<file path="config.mk">
export PLATFORM = sky130hd
export DESIGN_NAME = flash_dev_flat
export DESIGN_NICKNAME = d
export VERILOG_FILES = /design/src/rtl/flash_pkg.sv /design/src/rtl/flash_if.sv /design/src/rtl/flash_dev.sv /design/src/flat_wrapper.sv
export SDC_FILE = /design/constraint.sdc
export NUM_CORES = 1
export LEC_CHECK = 0
export BUFFER_PORTS_ARGS = -buffer_cell sky130_fd_sc_hd__buf_2
export CORE_ASPECT_RATIO = 0.75
export CORE_MARGIN = 4
export CORE_UTILIZATION = 57
export CTS_CLUSTER_DIAMETER = 50
export DETAILED_ROUTE_END_ITERATION = 10
export PLACE_DENSITY = 0.81
export SETUP_SLACK_MARGIN = 0.15
export SKIP_LAST_GASP = 1
export SLEW_MARGIN = 20
export SYNTH_ARGS = -nofsm -noshare
export SYNTH_HDL_FRONTEND = slang
export SYNTH_SLANG_ARGS = --single-unit
</file>
<file path="constraint.sdc">
create_clock -name ref_clk_i -period 3.2 [get_ports ref_clk_i]
set_input_delay 0.16 -clock ref_clk_i [delete_from_list [all_inputs] [get_ports ref_clk_i]]
set_output_delay 0.16 -clock ref_clk_i [all_outputs]
set_load 0.02 [all_outputs]
</file>
<file path="src/rtl/flash_pkg.sv">
// Shared constants and types for the flash command-write and reset link
package flash_pkg;

   // ==========================================================
   // Bus widths
   localparam int ADDR_W = 21;
   localparam int DATA_W = 16;
   localparam int UNLOCK_W = 12;

   // ==========================================================
   // Timing, in printed units, then in cycles of ref_clk_i
   localparam int CLK_PERIOD_NS = 50;
   localparam int RST_PULSE_NS = 500;
   localparam int RST_PULSE_CYC = (RST_PULSE_NS + CLK_PERIOD_NS - 1) / CLK_PERIOD_NS;
   localparam int RST_HIGH_NS = 200;
   localparam int RST_HIGH_CYC = (RST_HIGH_NS + CLK_PERIOD_NS - 1) / CLK_PERIOD_NS;
   localparam int STANDBY_US = 20;
   localparam int STANDBY_CYC = (STANDBY_US * 1000 + CLK_PERIOD_NS - 1) / CLK_PERIOD_NS;
   localparam int PROG_US = 8;
   localparam int PROG_CYC = PROG_US * 1000 / CLK_PERIOD_NS;
   localparam int SECTOR_ERASE_MS = 400;
   localparam int SECTOR_ERASE_CYC = SECTOR_ERASE_MS * (1000000 / CLK_PERIOD_NS);
   localparam int CHIP_ERASE_S = 28;
   localparam int CHIP_ERASE_CYC = CHIP_ERASE_S * (1000000000 / CLK_PERIOD_NS);
   localparam int STEP_CYC = 4;

   // ==========================================================
   // Command words; only the low address bits are compared
   localparam logic [UNLOCK_W-1:0] UL_ADDR1 = 12'h555;
   localparam logic [UNLOCK_W-1:0] UL_ADDR2 = 12'h2aa;
   localparam logic [DATA_W-1:0] UL_DATA1 = 16'h00aa;
   localparam logic [DATA_W-1:0] UL_DATA2 = 16'h0055;
   localparam logic [DATA_W-1:0] CMD_PROG = 16'h00a0;
   localparam logic [DATA_W-1:0] CMD_ERASE = 16'h0080;
   localparam logic [DATA_W-1:0] CMD_SECT = 16'h0030;
   localparam logic [DATA_W-1:0] CMD_CHIP = 16'h0010;
   localparam int STATUS_TOGGLE_BIT = 6;

   // ==========================================================
   // Synchronised pin vector layout and idle level
   localparam int PIN_W = 6;
   localparam int P_CS = 5;
   localparam int P_AVD = 4;
   localparam int P_WE = 3;
   localparam int P_OE = 2;
   localparam int P_CLK = 1;
   localparam int P_RST = 0;
   localparam logic [PIN_W-1:0] PIN_IDLE = 6'h3d;

   typedef enum logic [1:0] {OP_PROG, OP_SECT, OP_CHIP} op_kind_t;

endpackage

</file>
<file path="src/rtl/flash_if.sv">
// Flash bus pins between the host controller and the flash device
`timescale 1ns/1ns
`default_nettype none
interface flash_if;
   import flash_pkg::*;
   logic cs_n;
   logic addr_valid_strobe_n;
   logic we_n;
   logic oe_n;
   logic flash_clk;
   logic reset_n;
   logic [ADDR_W-1:0] addr;
   logic [DATA_W-1:0] wdata;
   logic [DATA_W-1:0] rdata;

   modport host (output cs_n, addr_valid_strobe_n, we_n, oe_n, flash_clk, reset_n,
      addr, wdata, input rdata);
   modport dev (input cs_n, addr_valid_strobe_n, we_n, oe_n, flash_clk, reset_n,
      addr, wdata, output rdata);
endinterface
`default_nettype wire

</file>
<file path="src/rtl/flash_dev.sv">
// Flash device end: write address capture, command decode, hardware reset
//
// What this block and the host do
// - Reset during busy aborts, back to read
// - Reset while idle returns to read quickly
// - Host waits after reset before reading
// - Long reset low enters standby
// - Async mode: address taken on write fall
// - Clocked mode: address on first strobe/clock
// - Unlock cycles compare only low address bits
// - Program handling ignores read-mode selection
// - Host raises select or strobe between sequences
// - Host gives no clock edge during write
// - Host toggles strobe every unlock cycle
// - Erase lasts 0.4 s sector, 28 s chip
// - Status needs two reads, strobe toggled
`timescale 1ns/1ns
`default_nettype none
module flash_dev
   import flash_pkg::*;
#(
   parameter int PROG_TIME_CYC = PROG_CYC,
   parameter int SECT_TIME_CYC = SECTOR_ERASE_CYC,
   parameter int CHIP_TIME_CYC = CHIP_ERASE_CYC,
   parameter int STANDBY_TIME_CYC = STANDBY_CYC
) (
   input wire logic ref_clk_i,
   input wire logic rst_i,
   flash_if.dev bus,
   input wire logic sync_mode_i,
   output logic busy_o,
   output logic read_mode_o,
   output logic standby_o,
   output logic op_start_o,
   output logic op_done_o,
   output logic op_abort_o,
   output op_kind_t op_kind_o,
   output logic [ADDR_W-1:0] op_addr_o,
   output logic [DATA_W-1:0] op_data_o
);

   typedef enum logic [2:0] {
      S_READ, S_UL1, S_UL2, S_PROG_ARG, S_ER0, S_ER1, S_ER2, S_BUSY
   } dev_state_t;

   // ==========================================================
   // Pin synchronisers
   logic [PIN_W-1:0] pin_meta;
   logic [PIN_W-1:0] pin_s;
   logic [PIN_W-1:0] pin_prev;
   logic [ADDR_W-1:0] addr_meta;
   logic [ADDR_W-1:0] addr_s;
   logic [DATA_W-1:0] data_meta;
   logic [DATA_W-1:0] data_s;

   always_ff @(posedge ref_clk_i) begin
      if (rst_i) begin
         pin_meta <= PIN_IDLE;
         pin_s <= PIN_IDLE;
         pin_prev <= PIN_IDLE;
      end else begin
         pin_meta <= {bus.cs_n, bus.addr_valid_strobe_n, bus.we_n, bus.oe_n,
            bus.flash_clk, bus.reset_n};
         pin_s <= pin_meta;
         pin_prev <= pin_s;
      end
   end

   // Address and data take the same two stages so they line up with strobes
   always_ff @(posedge ref_clk_i) begin
      if (rst_i) begin
         addr_meta <= '0;
         addr_s <= '0;
         data_meta <= '0;
         data_s <= '0;
      end else begin
         addr_meta <= bus.addr;
         addr_s <= addr_meta;
         data_meta <= bus.wdata;
         data_s <= data_meta;
      end
   end

   logic sel;
   logic hw_reset;
   logic we_fall;
   logic we_rise;
   logic avd_fall;
   logic avd_rise;
   logic clk_rise;
   logic oe_fall;
   logic cs_rise;

   always_comb begin
      sel = !pin_s[P_CS];
      hw_reset = !pin_s[P_RST];
      we_fall = pin_prev[P_WE] && !pin_s[P_WE];
      we_rise = !pin_prev[P_WE] && pin_s[P_WE];
      avd_fall = pin_prev[P_AVD] && !pin_s[P_AVD];
      avd_rise = !pin_prev[P_AVD] && pin_s[P_AVD];
      clk_rise = !pin_prev[P_CLK] && pin_s[P_CLK];
      oe_fall = pin_prev[P_OE] && !pin_s[P_OE];
      cs_rise = !pin_prev[P_CS] && pin_s[P_CS];
   end

   // ==========================================================
   // Write address capture
   logic [ADDR_W-1:0] addr_lat;
   logic addr_taken;

   always_ff @(posedge ref_clk_i) begin
      if (rst_i) begin
         addr_lat <= '0;
         addr_taken <= 1'b0;
      end else if (!sync_mode_i) begin
         addr_taken <= 1'b0;
         if (sel && we_fall) begin
            addr_lat <= addr_s;
         end
      end else if (avd_fall || cs_rise) begin
         addr_taken <= 1'b0;
      end else if (sel && !addr_taken && (avd_rise || (clk_rise && !pin_s[P_AVD]))) begin
         addr_lat <= addr_s;
         addr_taken <= 1'b1;
      end
   end

   // Data lands on the write rising edge; decode a cycle later on stable pair
   logic [DATA_W-1:0] wr_data;
   logic wr_stb;

   always_ff @(posedge ref_clk_i) begin
      if (rst_i) begin
         wr_data <= '0;
         wr_stb <= 1'b0;
      end else begin
         wr_stb <= sel && we_rise && !hw_reset;
         if (sel && we_rise) begin
            wr_data <= data_s;
         end
      end
   end

   // ==========================================================
   // Command decode and embedded operation timer
   dev_state_t state;
   logic [31:0] timer;
   logic ul_a1;
   logic ul_a2;

   // Upper address bits play no part in unlock matching
   always_comb begin
      ul_a1 = addr_lat[UNLOCK_W-1:0] == UL_ADDR1;
      ul_a2 = addr_lat[UNLOCK_W-1:0] == UL_ADDR2;
   end

   // The decoder has no read-mode input at all, so both write forms match
   always_ff @(posedge ref_clk_i) begin
      if (rst_i) begin
         state <= S_READ;
         timer <= '0;
         op_kind_o <= OP_PROG;
         op_addr_o <= '0;
         op_data_o <= '0;
         op_start_o <= 1'b0;
         op_done_o <= 1'b0;
         op_abort_o <= 1'b0;
      end else begin
         op_start_o <= 1'b0;
         op_done_o <= 1'b0;
         op_abort_o <= 1'b0;
         if (hw_reset) begin
            // Abort at once: well inside both reset-to-read limits
            op_abort_o <= state == S_BUSY;
            state <= S_READ;
            timer <= '0;
         end else if (state == S_BUSY) begin
            if (timer == 32'h0) begin
               state <= S_READ;
               op_done_o <= 1'b1;
            end else begin
               timer <= timer - 32'h1;
            end
         end else if (wr_stb) begin
            state <= S_READ;
            unique case (state)
               S_READ: begin
                  if (ul_a1 && wr_data == UL_DATA1) state <= S_UL1;
               end
               S_UL1: begin
                  if (ul_a2 && wr_data == UL_DATA2) state <= S_UL2;
               end
               S_UL2: begin
                  if (ul_a1 && wr_data == CMD_PROG) state <= S_PROG_ARG;
                  if (ul_a1 && wr_data == CMD_ERASE) state <= S_ER0;
               end
               S_PROG_ARG: begin
                  state <= S_BUSY;
                  timer <= 32'(PROG_TIME_CYC - 1);
                  op_kind_o <= OP_PROG;
                  op_addr_o <= addr_lat;
                  op_data_o <= wr_data;
                  op_start_o <= 1'b1;
               end
               S_ER0: begin
                  if (ul_a1 && wr_data == UL_DATA1) state <= S_ER1;
               end
               S_ER1: begin
                  if (ul_a2 && wr_data == UL_DATA2) state <= S_ER2;
               end
               S_ER2: begin
                  // Erase time excludes the preprogramming pass
                  if (wr_data == CMD_SECT) begin
                     state <= S_BUSY;
                     timer <= 32'(SECT_TIME_CYC - 1);
                     op_kind_o <= OP_SECT;
                     op_addr_o <= addr_lat;
                     op_data_o <= wr_data;
                     op_start_o <= 1'b1;
                  end else if (ul_a1 && wr_data == CMD_CHIP) begin
                     state <= S_BUSY;
                     timer <= 32'(CHIP_TIME_CYC - 1);
                     op_kind_o <= OP_CHIP;
                     op_addr_o <= addr_lat;
                     op_data_o <= wr_data;
                     op_start_o <= 1'b1;
                  end
               end
               S_BUSY: begin
                  state <= S_BUSY;
               end
            endcase
         end
      end
   end

   // ==========================================================
   // Status reads: bit toggles per read while busy
   logic toggle;

   always_ff @(posedge ref_clk_i) begin
      if (rst_i) begin
         toggle <= 1'b0;
         bus.rdata <= '0;
      end else if (sel && oe_fall) begin
         bus.rdata <= '0;
         if (state == S_BUSY) begin
            toggle <= !toggle;
            bus.rdata[STATUS_TOGGLE_BIT] <= !toggle;
         end else begin
            bus.rdata[STATUS_TOGGLE_BIT] <= toggle;
         end
      end
   end

   // ==========================================================
   // Standby after a long reset
   logic [31:0] low_cnt;

   always_ff @(posedge ref_clk_i) begin
      if (rst_i) begin
         low_cnt <= '0;
         standby_o <= 1'b0;
      end else if (!hw_reset) begin
         low_cnt <= '0;
         standby_o <= 1'b0;
      end else if (low_cnt >= 32'(STANDBY_TIME_CYC - 1)) begin
         standby_o <= 1'b1;
      end else begin
         low_cnt <= low_cnt + 32'h1;
      end
   end

   always_ff @(posedge ref_clk_i) begin
      if (rst_i) begin
         busy_o <= 1'b0;
         read_mode_o <= 1'b1;
      end else begin
         busy_o <= state == S_BUSY;
         read_mode_o <= state != S_BUSY;
      end
   end

endmodule // flash_dev
`default_nettype wire

</file>
<file path="src/flat_wrapper.sv">
// flat-port wrapper written by rule: the top's interface ports become plain ports
module flash_dev_flat import flash_pkg::*;
#(
   parameter int PROG_TIME_CYC = PROG_CYC,
   parameter int SECT_TIME_CYC = SECTOR_ERASE_CYC,
   parameter int CHIP_TIME_CYC = CHIP_ERASE_CYC,
   parameter int STANDBY_TIME_CYC = STANDBY_CYC
)
  (ref_clk_i, rst_i, sync_mode_i, busy_o, read_mode_o, standby_o, op_start_o, op_done_o, op_abort_o, op_kind_o, op_addr_o, op_data_o, bus_cs_n, bus_addr_valid_strobe_n, bus_we_n, bus_oe_n, bus_flash_clk, bus_reset_n, bus_addr, bus_wdata, bus_rdata);
  flash_if bus_i ();
  input wire logic ref_clk_i;
  input wire logic rst_i;
  input wire logic sync_mode_i;
  output logic busy_o;
  output logic read_mode_o;
  output logic standby_o;
  output logic op_start_o;
  output logic op_done_o;
  output logic op_abort_o;
  output op_kind_t op_kind_o;
  output logic [ADDR_W-1:0] op_addr_o;
  output logic [DATA_W-1:0] op_data_o;
  input wire logic [$bits(bus_i.cs_n)-1:0] bus_cs_n;
  input wire logic [$bits(bus_i.addr_valid_strobe_n)-1:0] bus_addr_valid_strobe_n;
  input wire logic [$bits(bus_i.we_n)-1:0] bus_we_n;
  input wire logic [$bits(bus_i.oe_n)-1:0] bus_oe_n;
  input wire logic [$bits(bus_i.flash_clk)-1:0] bus_flash_clk;
  input wire logic [$bits(bus_i.reset_n)-1:0] bus_reset_n;
  input wire logic [$bits(bus_i.addr)-1:0] bus_addr;
  input wire logic [$bits(bus_i.wdata)-1:0] bus_wdata;
  output wire logic [$bits(bus_i.rdata)-1:0] bus_rdata;
  assign bus_i.cs_n = bus_cs_n;
  assign bus_i.addr_valid_strobe_n = bus_addr_valid_strobe_n;
  assign bus_i.we_n = bus_we_n;
  assign bus_i.oe_n = bus_oe_n;
  assign bus_i.flash_clk = bus_flash_clk;
  assign bus_i.reset_n = bus_reset_n;
  assign bus_i.addr = bus_addr;
  assign bus_i.wdata = bus_wdata;
  assign bus_rdata = bus_i.rdata;
  flash_dev #(.PROG_TIME_CYC(PROG_TIME_CYC), .SECT_TIME_CYC(SECT_TIME_CYC), .CHIP_TIME_CYC(CHIP_TIME_CYC), .STANDBY_TIME_CYC(STANDBY_TIME_CYC)) u_core (.ref_clk_i(ref_clk_i), .rst_i(rst_i), .bus(bus_i), .sync_mode_i(sync_mode_i), .busy_o(busy_o), .read_mode_o(read_mode_o), .standby_o(standby_o), .op_start_o(op_start_o), .op_done_o(op_done_o), .op_abort_o(op_abort_o), .op_kind_o(op_kind_o), .op_addr_o(op_addr_o), .op_data_o(op_data_o));
endmodule
</file>
# Word level (Yosys, flattened, before mapping)
# Cells that the tools add are included.
[totals] wordCells=135 out_inout_bits=61 inputBits=46 regBits=244
[op_classes] eq_ne=22 add_sub_neg=2 reduce_logical=47 n_lt_le_gt_ge=1 n_mux=35 n_bitwise=4
[ops] cell="$mux W32" n=5
[ops] cell="$mux W21" n=6
[ops] cell="$pmux W32 S2" n=1
[ops] cell="$eq A16 B8 Y1 const B" n=3
[ops] cell="$pmux W21 S2" n=1
[ops] cell="$add A32 B1 Y32 const B" n=1
[ops] cell="$ge A32 B9 Y1 const B" n=1
[ops] cell="$logic_not A32 Y1" n=1
[ops] cell="$mux W16" n=2
[ops] cell="$pmux W16 S2" n=1
[ops] cell="$sub A32 B1 Y32 const B" n=1
[ops] cell="$mux W3" n=8
[ops] cell="$pmux W3 S7" n=1
[ops] cell="$logic_and A1 B1 Y1" n=19
[ops] cell="$eq A16 B5 Y1 const B" n=1
[ops] cell="$eq A16 B6 Y1 const B" n=1
[ops] cell="$eq A16 B7 Y1 const B" n=1
[ops] cell="$eq A12 B10 Y1 const B" n=1
[ops] cell="$eq A12 B11 Y1 const B" n=1
[ops] cell="$eq A3 B3 Y1 const B" n=4
[ops] cell="$logic_not A1 Y1" n=10
[ops] cell="$mux W2" n=4
[ops] cell="$eq A3 B2 Y1 const B" n=2
[ops] cell="$reduce_bool A2 Y1" n=3
[ops] cell="20 further kinds" n=32

# Longest topological paths before layout
[depth] word_depth=8 mapped_depth=9 mapped_depth_nobuf=8

# Worst setup path before layout
# OpenSTA, ideal clock, no wires.
[synth_path] path_type="reg-to-reg" from="reg u_core.timer[9]" to="reg u_core.timer[13]" t_required_ns=3.084 path_stages_with_launch=9 setup_ns=0.116 n_path_buf=2 period_less_slack_ns=2.429 t_arrival_ns=2.314 path_slack_ns=0.771 path_cell_list="dfxtp_1 > or4_1 > buf_2 > or3_4 > nor4_4 > a211o_1 > buf_4 > nor3_1 > a31o_1"
[synth_between] elab_chain_cells=3 word_cells_on_any_way=6 cone_classes="add/sub (1); eq/ne (1); mux (2); reduce/logical (2)"
[synth_rtl] element="from (decl)" line="flash_dev.sv:147" source="logic [31:0] timer;"
[synth_rtl] element="from (signal assigned)" line="flash_dev.sv:182" source="timer <= timer - 32'h1;"
[synth_rtl] element="from (signal assigned)" line="flash_dev.sv:199" source="timer <= 32'(PROG_TIME_CYC - 1);"
[synth_rtl] element="from (signal assigned)" line="flash_dev.sv:215" source="timer <= 32'(SECT_TIME_CYC - 1);"
[synth_rtl] element="$sub A32 B1 Y32 / $logic_not A32 Y1 (equally long branches)" line="flash_dev.sv:182, flash_dev.sv:178"
[synth_rtl] element="$mux W32 / $ne A2 B2 Y1 (equally long branches)"
[synth_rtl] element="$mux W32 / $reduce_and A4 Y1 (equally long branches)"
# Several ways; a longest one is shown, not always the timed one. The select of a mux whose other input is x is not followed.
# A chain may end at the register's enable or synchronous reset.

# Worst setup path in the final report
[layout_path] from="reg u_core.timer[9]" to="reg u_core.timer[29]"
# Same word-level chain as after synthesis.

==> results.sh <==
export IMPL_diodes=0
export IMPL_dieArea_sq_um=17700
export IMPL_post_cts_resized=0
export IMPL_slowest_delay_ns=0.69
export IMPL_muxShareOfSynthArea_pct=2.48
export IMPL_cp_max_fo=14
export IMPL_worstPathArrival_ns=3.29
export IMPL_power_density_nw_per_um2=558
export IMPL_worstPathRequired_ns=3.61
export IMPL_synth_edf_count=0
export IMPL_drt_first_pass_iters=5
export IMPL_cap_violations=0
export IMPL_drv_slew=0
export IMPL_synth_top_area_share_pct=54.8
export IMPL_numCtsBuffers=23
export IMPL_p_sw_uw=1230
export IMPL_synth_fa_ha_area_share_pct=0.535
export IMPL_r2r_end="u_core.timer[29]$_SDFFE_PP0P_"
export IMPL_relSlewSlack_pct=31.1
export IMPL_rows=39
export IMPL_dpl_hpwl_microns=12000
export IMPL_wl_microns=19400
export IMPL_synth_ff_type="dfxtp_1"
export IMPL_h_tree_depth=1
export IMPL_ant_nets=0
export IMPL_nets=1129
export IMPL_ys_seq_area_share_pct=54.8
export IMPL_path_cells="or4_1, or3_4, nor4_4, a211o_1, buf_4, o21ai_1, a21oi_1"
export IMPL_dpl_cell_count=1215
export IMPL_synth_cell_type_count=61
export IMPL_max_freq_mhz=347
export IMPL_multi_input_area_sq_um=3700
export IMPL_grt_overflow_total=0
export IMPL_avgSynthCellArea_sq_um=9.22
export IMPL_cp_slowest_cell="or4_1"
export IMPL_seqPwrFrac_pct=52.1
export IMPL_final_cell_area_sq_um=10600
export IMPL_synth_top_family_by_area="simple AND/OR/NAND/NOR gates"
export IMPL_die_w_microns=152
export IMPL_synth_commonest_cells="dfxtp_1 (243), nand2_1 (128), a21oi_1 (87)"
export IMPL_path_buf_inv=1
export IMPL_hold_class="input pin to flip-flop"
export IMPL_wl_per_cell_microns=14.9
export IMPL_synthXorXnorAreaFrac_pct=0.888
export IMPL_critPathKind="flip-flop to flip-flop"
export IMPL_worstMarginPinSlew_ns=1.03
export IMPL_place_area_sq_um=9430
export IMPL_p_clk_share_pct=44.8
export IMPL_clk_pin_slew_ns=0.06
export IMPL_grt_start_max_net_pins=105
export IMPL_netSwitchingFraction_pct=20.8
export IMPL_hp_start="rst_i"
export IMPL_start_util_pct=58.1
export IMPL_grt_use_total_pct=21.6
export IMPL_final_hold_viol_count=0
export IMPL_postSynthCellCount=963
export IMPL_regArea_sq_um=4860
export IMPL_area_growth_syn_to_layout_pct=19.7
export IMPL_whs_endpoint="u_core.addr_lat[16]$_SDFFE_PP0P_"
export IMPL_die_y_microns=116
export IMPL_ir_worst_vdd_v=0.000439
export IMPL_numPortBuffers=91
export IMPL_yosysTopAreaCell="dfxtp_1"
export IMPL_yosysMostFrequentCell="dfxtp_1"
export IMPL_yosys_top_cells_area="dfxtp_1 (55%), nor2b_1 (5.7%), nand2_1 (5.4%)"
export IMPL_period_share_pct=89.9
export IMPL_clockBufferDepth=3
export IMPL_io_pins=107
export IMPL_cts_tree="yes"
export IMPL_cpLargestDelayFamily="simple AND/OR/NAND/NOR gates"
export IMPL_startpoint_type="flip-flop"
export IMPL_setup_tns_ns=0
export IMPL_routed_via_count=7005
export IMPL_root_buffer="clkbuf_16"
export IMPL_grt_pass1_wl_microns=32200
export IMPL_cp_end_kind="flip-flop"
export IMPL_core_sq_um=15300
export IMPL_rsz0062_at_grt="false"
export IMPL_ys_ff_latch=243
export IMPL_grt_pass1_vias=6548
export IMPL_period_minus_slack_ns=2.88
export IMPL_fin_cells=1301
export IMPL_fill_cells=1117
export IMPL_place_gp_congestion=0.905
export IMPL_p_leak_uw=0.00414
export IMPL_cts_num_sinks=243
export IMPL_synthArstFlopShare_pct=0
export IMPL_synth_compound_area_share_pct=11.7
export IMPL_ys_warnings_count=0
export IMPL_p_int_uw=4700
export IMPL_r2r_worst_path_cells=7
export IMPL_finalClockSkew_ns=0.0102
export IMPL_regToRegSetupSlack_ns=0.32
export IMPL_via_per_inst=5.38
export IMPL_drc=0
export IMPL_drtIter0Drc=629
export IMPL_synth_simple_area_share_pct=25.2
export IMPL_antenna_found_initial=0
export IMPL_drive_above_1_share_pct=15.8
export IMPL_cp_num_cells=7
export IMPL_clk_latency_ns=0.50
export IMPL_outcome="finished, final reports clean"
export IMPL_hold_path_depth=2
export IMPL_power_frac_comb_pct=3.1
export IMPL_setup_viol=0
export IMPL_syn_area_sq_um=8880
export IMPL_r2r_start="u_core.timer[9]$_SDFFE_PP0P_"
[repair_timing]
| action | in CTS | in global routing |
|---|---|---|
| buffers inserted | 0 | 0 |
| setup endpoints to repair | 0 | 0 |
| endpoints found under the hold margin | 44 | 0 |
| hold buffers | 44 | 0 |
[worst max-delay path by stage]
stage	from	endpoint
after floorplan	u_core.timer[9]$_SDFFE_PP0P_	u_core.timer[13]$_SDFFE_PP0P_
after global placement	u_core.timer[9]$_SDFFE_PP0P_	u_core.timer[24]$_SDFFE_PP0P_
after detailed placement	u_core.timer[9]$_SDFFE_PP0P_	u_core.timer[29]$_SDFFE_PP0P_
after CTS	u_core.timer[9]$_SDFFE_PP0P_	u_core.timer[29]$_SDFFE_PP0P_
after global routing	u_core.timer[9]$_SDFFE_PP0P_	u_core.timer[29]$_SDFFE_PP0P_
final	u_core.timer[9]$_SDFFE_PP0P_	u_core.timer[29]$_SDFFE_PP0P_
[placed cells by master (no fill, tap or decap), types with 8 or more instances in the layout]
master,n
nand4_1,9
mux2i_1,22
inv_1,10
dfxtp_1,243
o21ai_0,28
nor2_1,65
and2_1,27
buf_2,90
buf_4,16
dlygate4sd3_1,44
nand2_1,128
a21oi_1,87
a31oi_1,8
or2_2,17
conb_1,15
nand3_1,14
clkbuf_16,23
nor3_1,28
nor2b_1,81
nor4_1,13
[area by class of cell]
class / instances / area share [%]
clock buffer: 33 / 6.24
clock inverter: 8 / 0.742
inverter: 10 / 0.353
multi-input combinational: 651 / 34.8
sequential: 243 / 45.8
tap: 205 / 2.41
timing repair buffer: 151 / 9.66
[cell families (layout without fill, tap and decap cells)]
family	Yosys count	in the layout
AO/OA/AOI/OAI	173	173
adder cells (fa/ha/maj)	4	4
flip-flops	243	243
AND/OR/NAND/NOR	428	428
other	1	15
multiplexers	22	22
buffers and inverters	83	202
XOR/XNOR	9	9
[worst register-to-register path, delay by kind of cell (launching register included)]
family / cells / cell delay [ns]
DFF: 1 / 0.37
AOI/OAI and AO/OA: 3 / 0.70
buffers and inverters: 1 / 0.26
and+or+nand+nor: 3 / 1.46
[through the flow]
stage               setup WS, ns  hold WS, ns  power [uW]  util (%)
floorplan                  0.771        0.264        3270         -
global placement           0.518        0.344        3300      61.7
detailed placement         0.423        0.347        3300      61.7
CTS                        0.366        0.161        5970      69.5
global route               0.225        0.187        6130      69.6
finish                     0.322        0.167        5930      69.6
[sequential cells by signal, summed over array words and instances, names as in the netlist, 21 cells and up]
| register | count |
|---|---|
| u_core.addr_meta | 21 |
| u_core.low_cnt | 32 |
| u_core.op_addr_o | 21 |
| u_core.addr_lat | 21 |
| u_core.timer | 32 |
| u_core.addr_s | 21 |
[power by group through the flow]
stage / clock network [uW] / logic (uW) / registers (uW)
after floorplan: 0 / 112 / 3150
after global placement: 0 / 138 / 3160
after detailed placement: 0 / 140 / 3160
after CTS: 2700 / 181 / 3090
after global routing: 2830 / 204 / 3100
final: 2660 / 186 / 3090
[layer usage]
| metal | part of all wire, % | routed length, microns | up-vias | GRT usage (%) |
|---|---|---|---|---|
| li1 | - | - | 3483 | - |
| met1 | 46 | 8850 | 3234 | 30.2 |
| met2 | 45 | 8730 | 261 | 35.6 |
| met3 | 7.4 | 1440 | 27 | 3.59 |
| met4 | 1.7 | 331 | 0 | 5.27 |
| met5 | 0 | 0 | - | 0 |
Power figures use the tool's default switching activity.
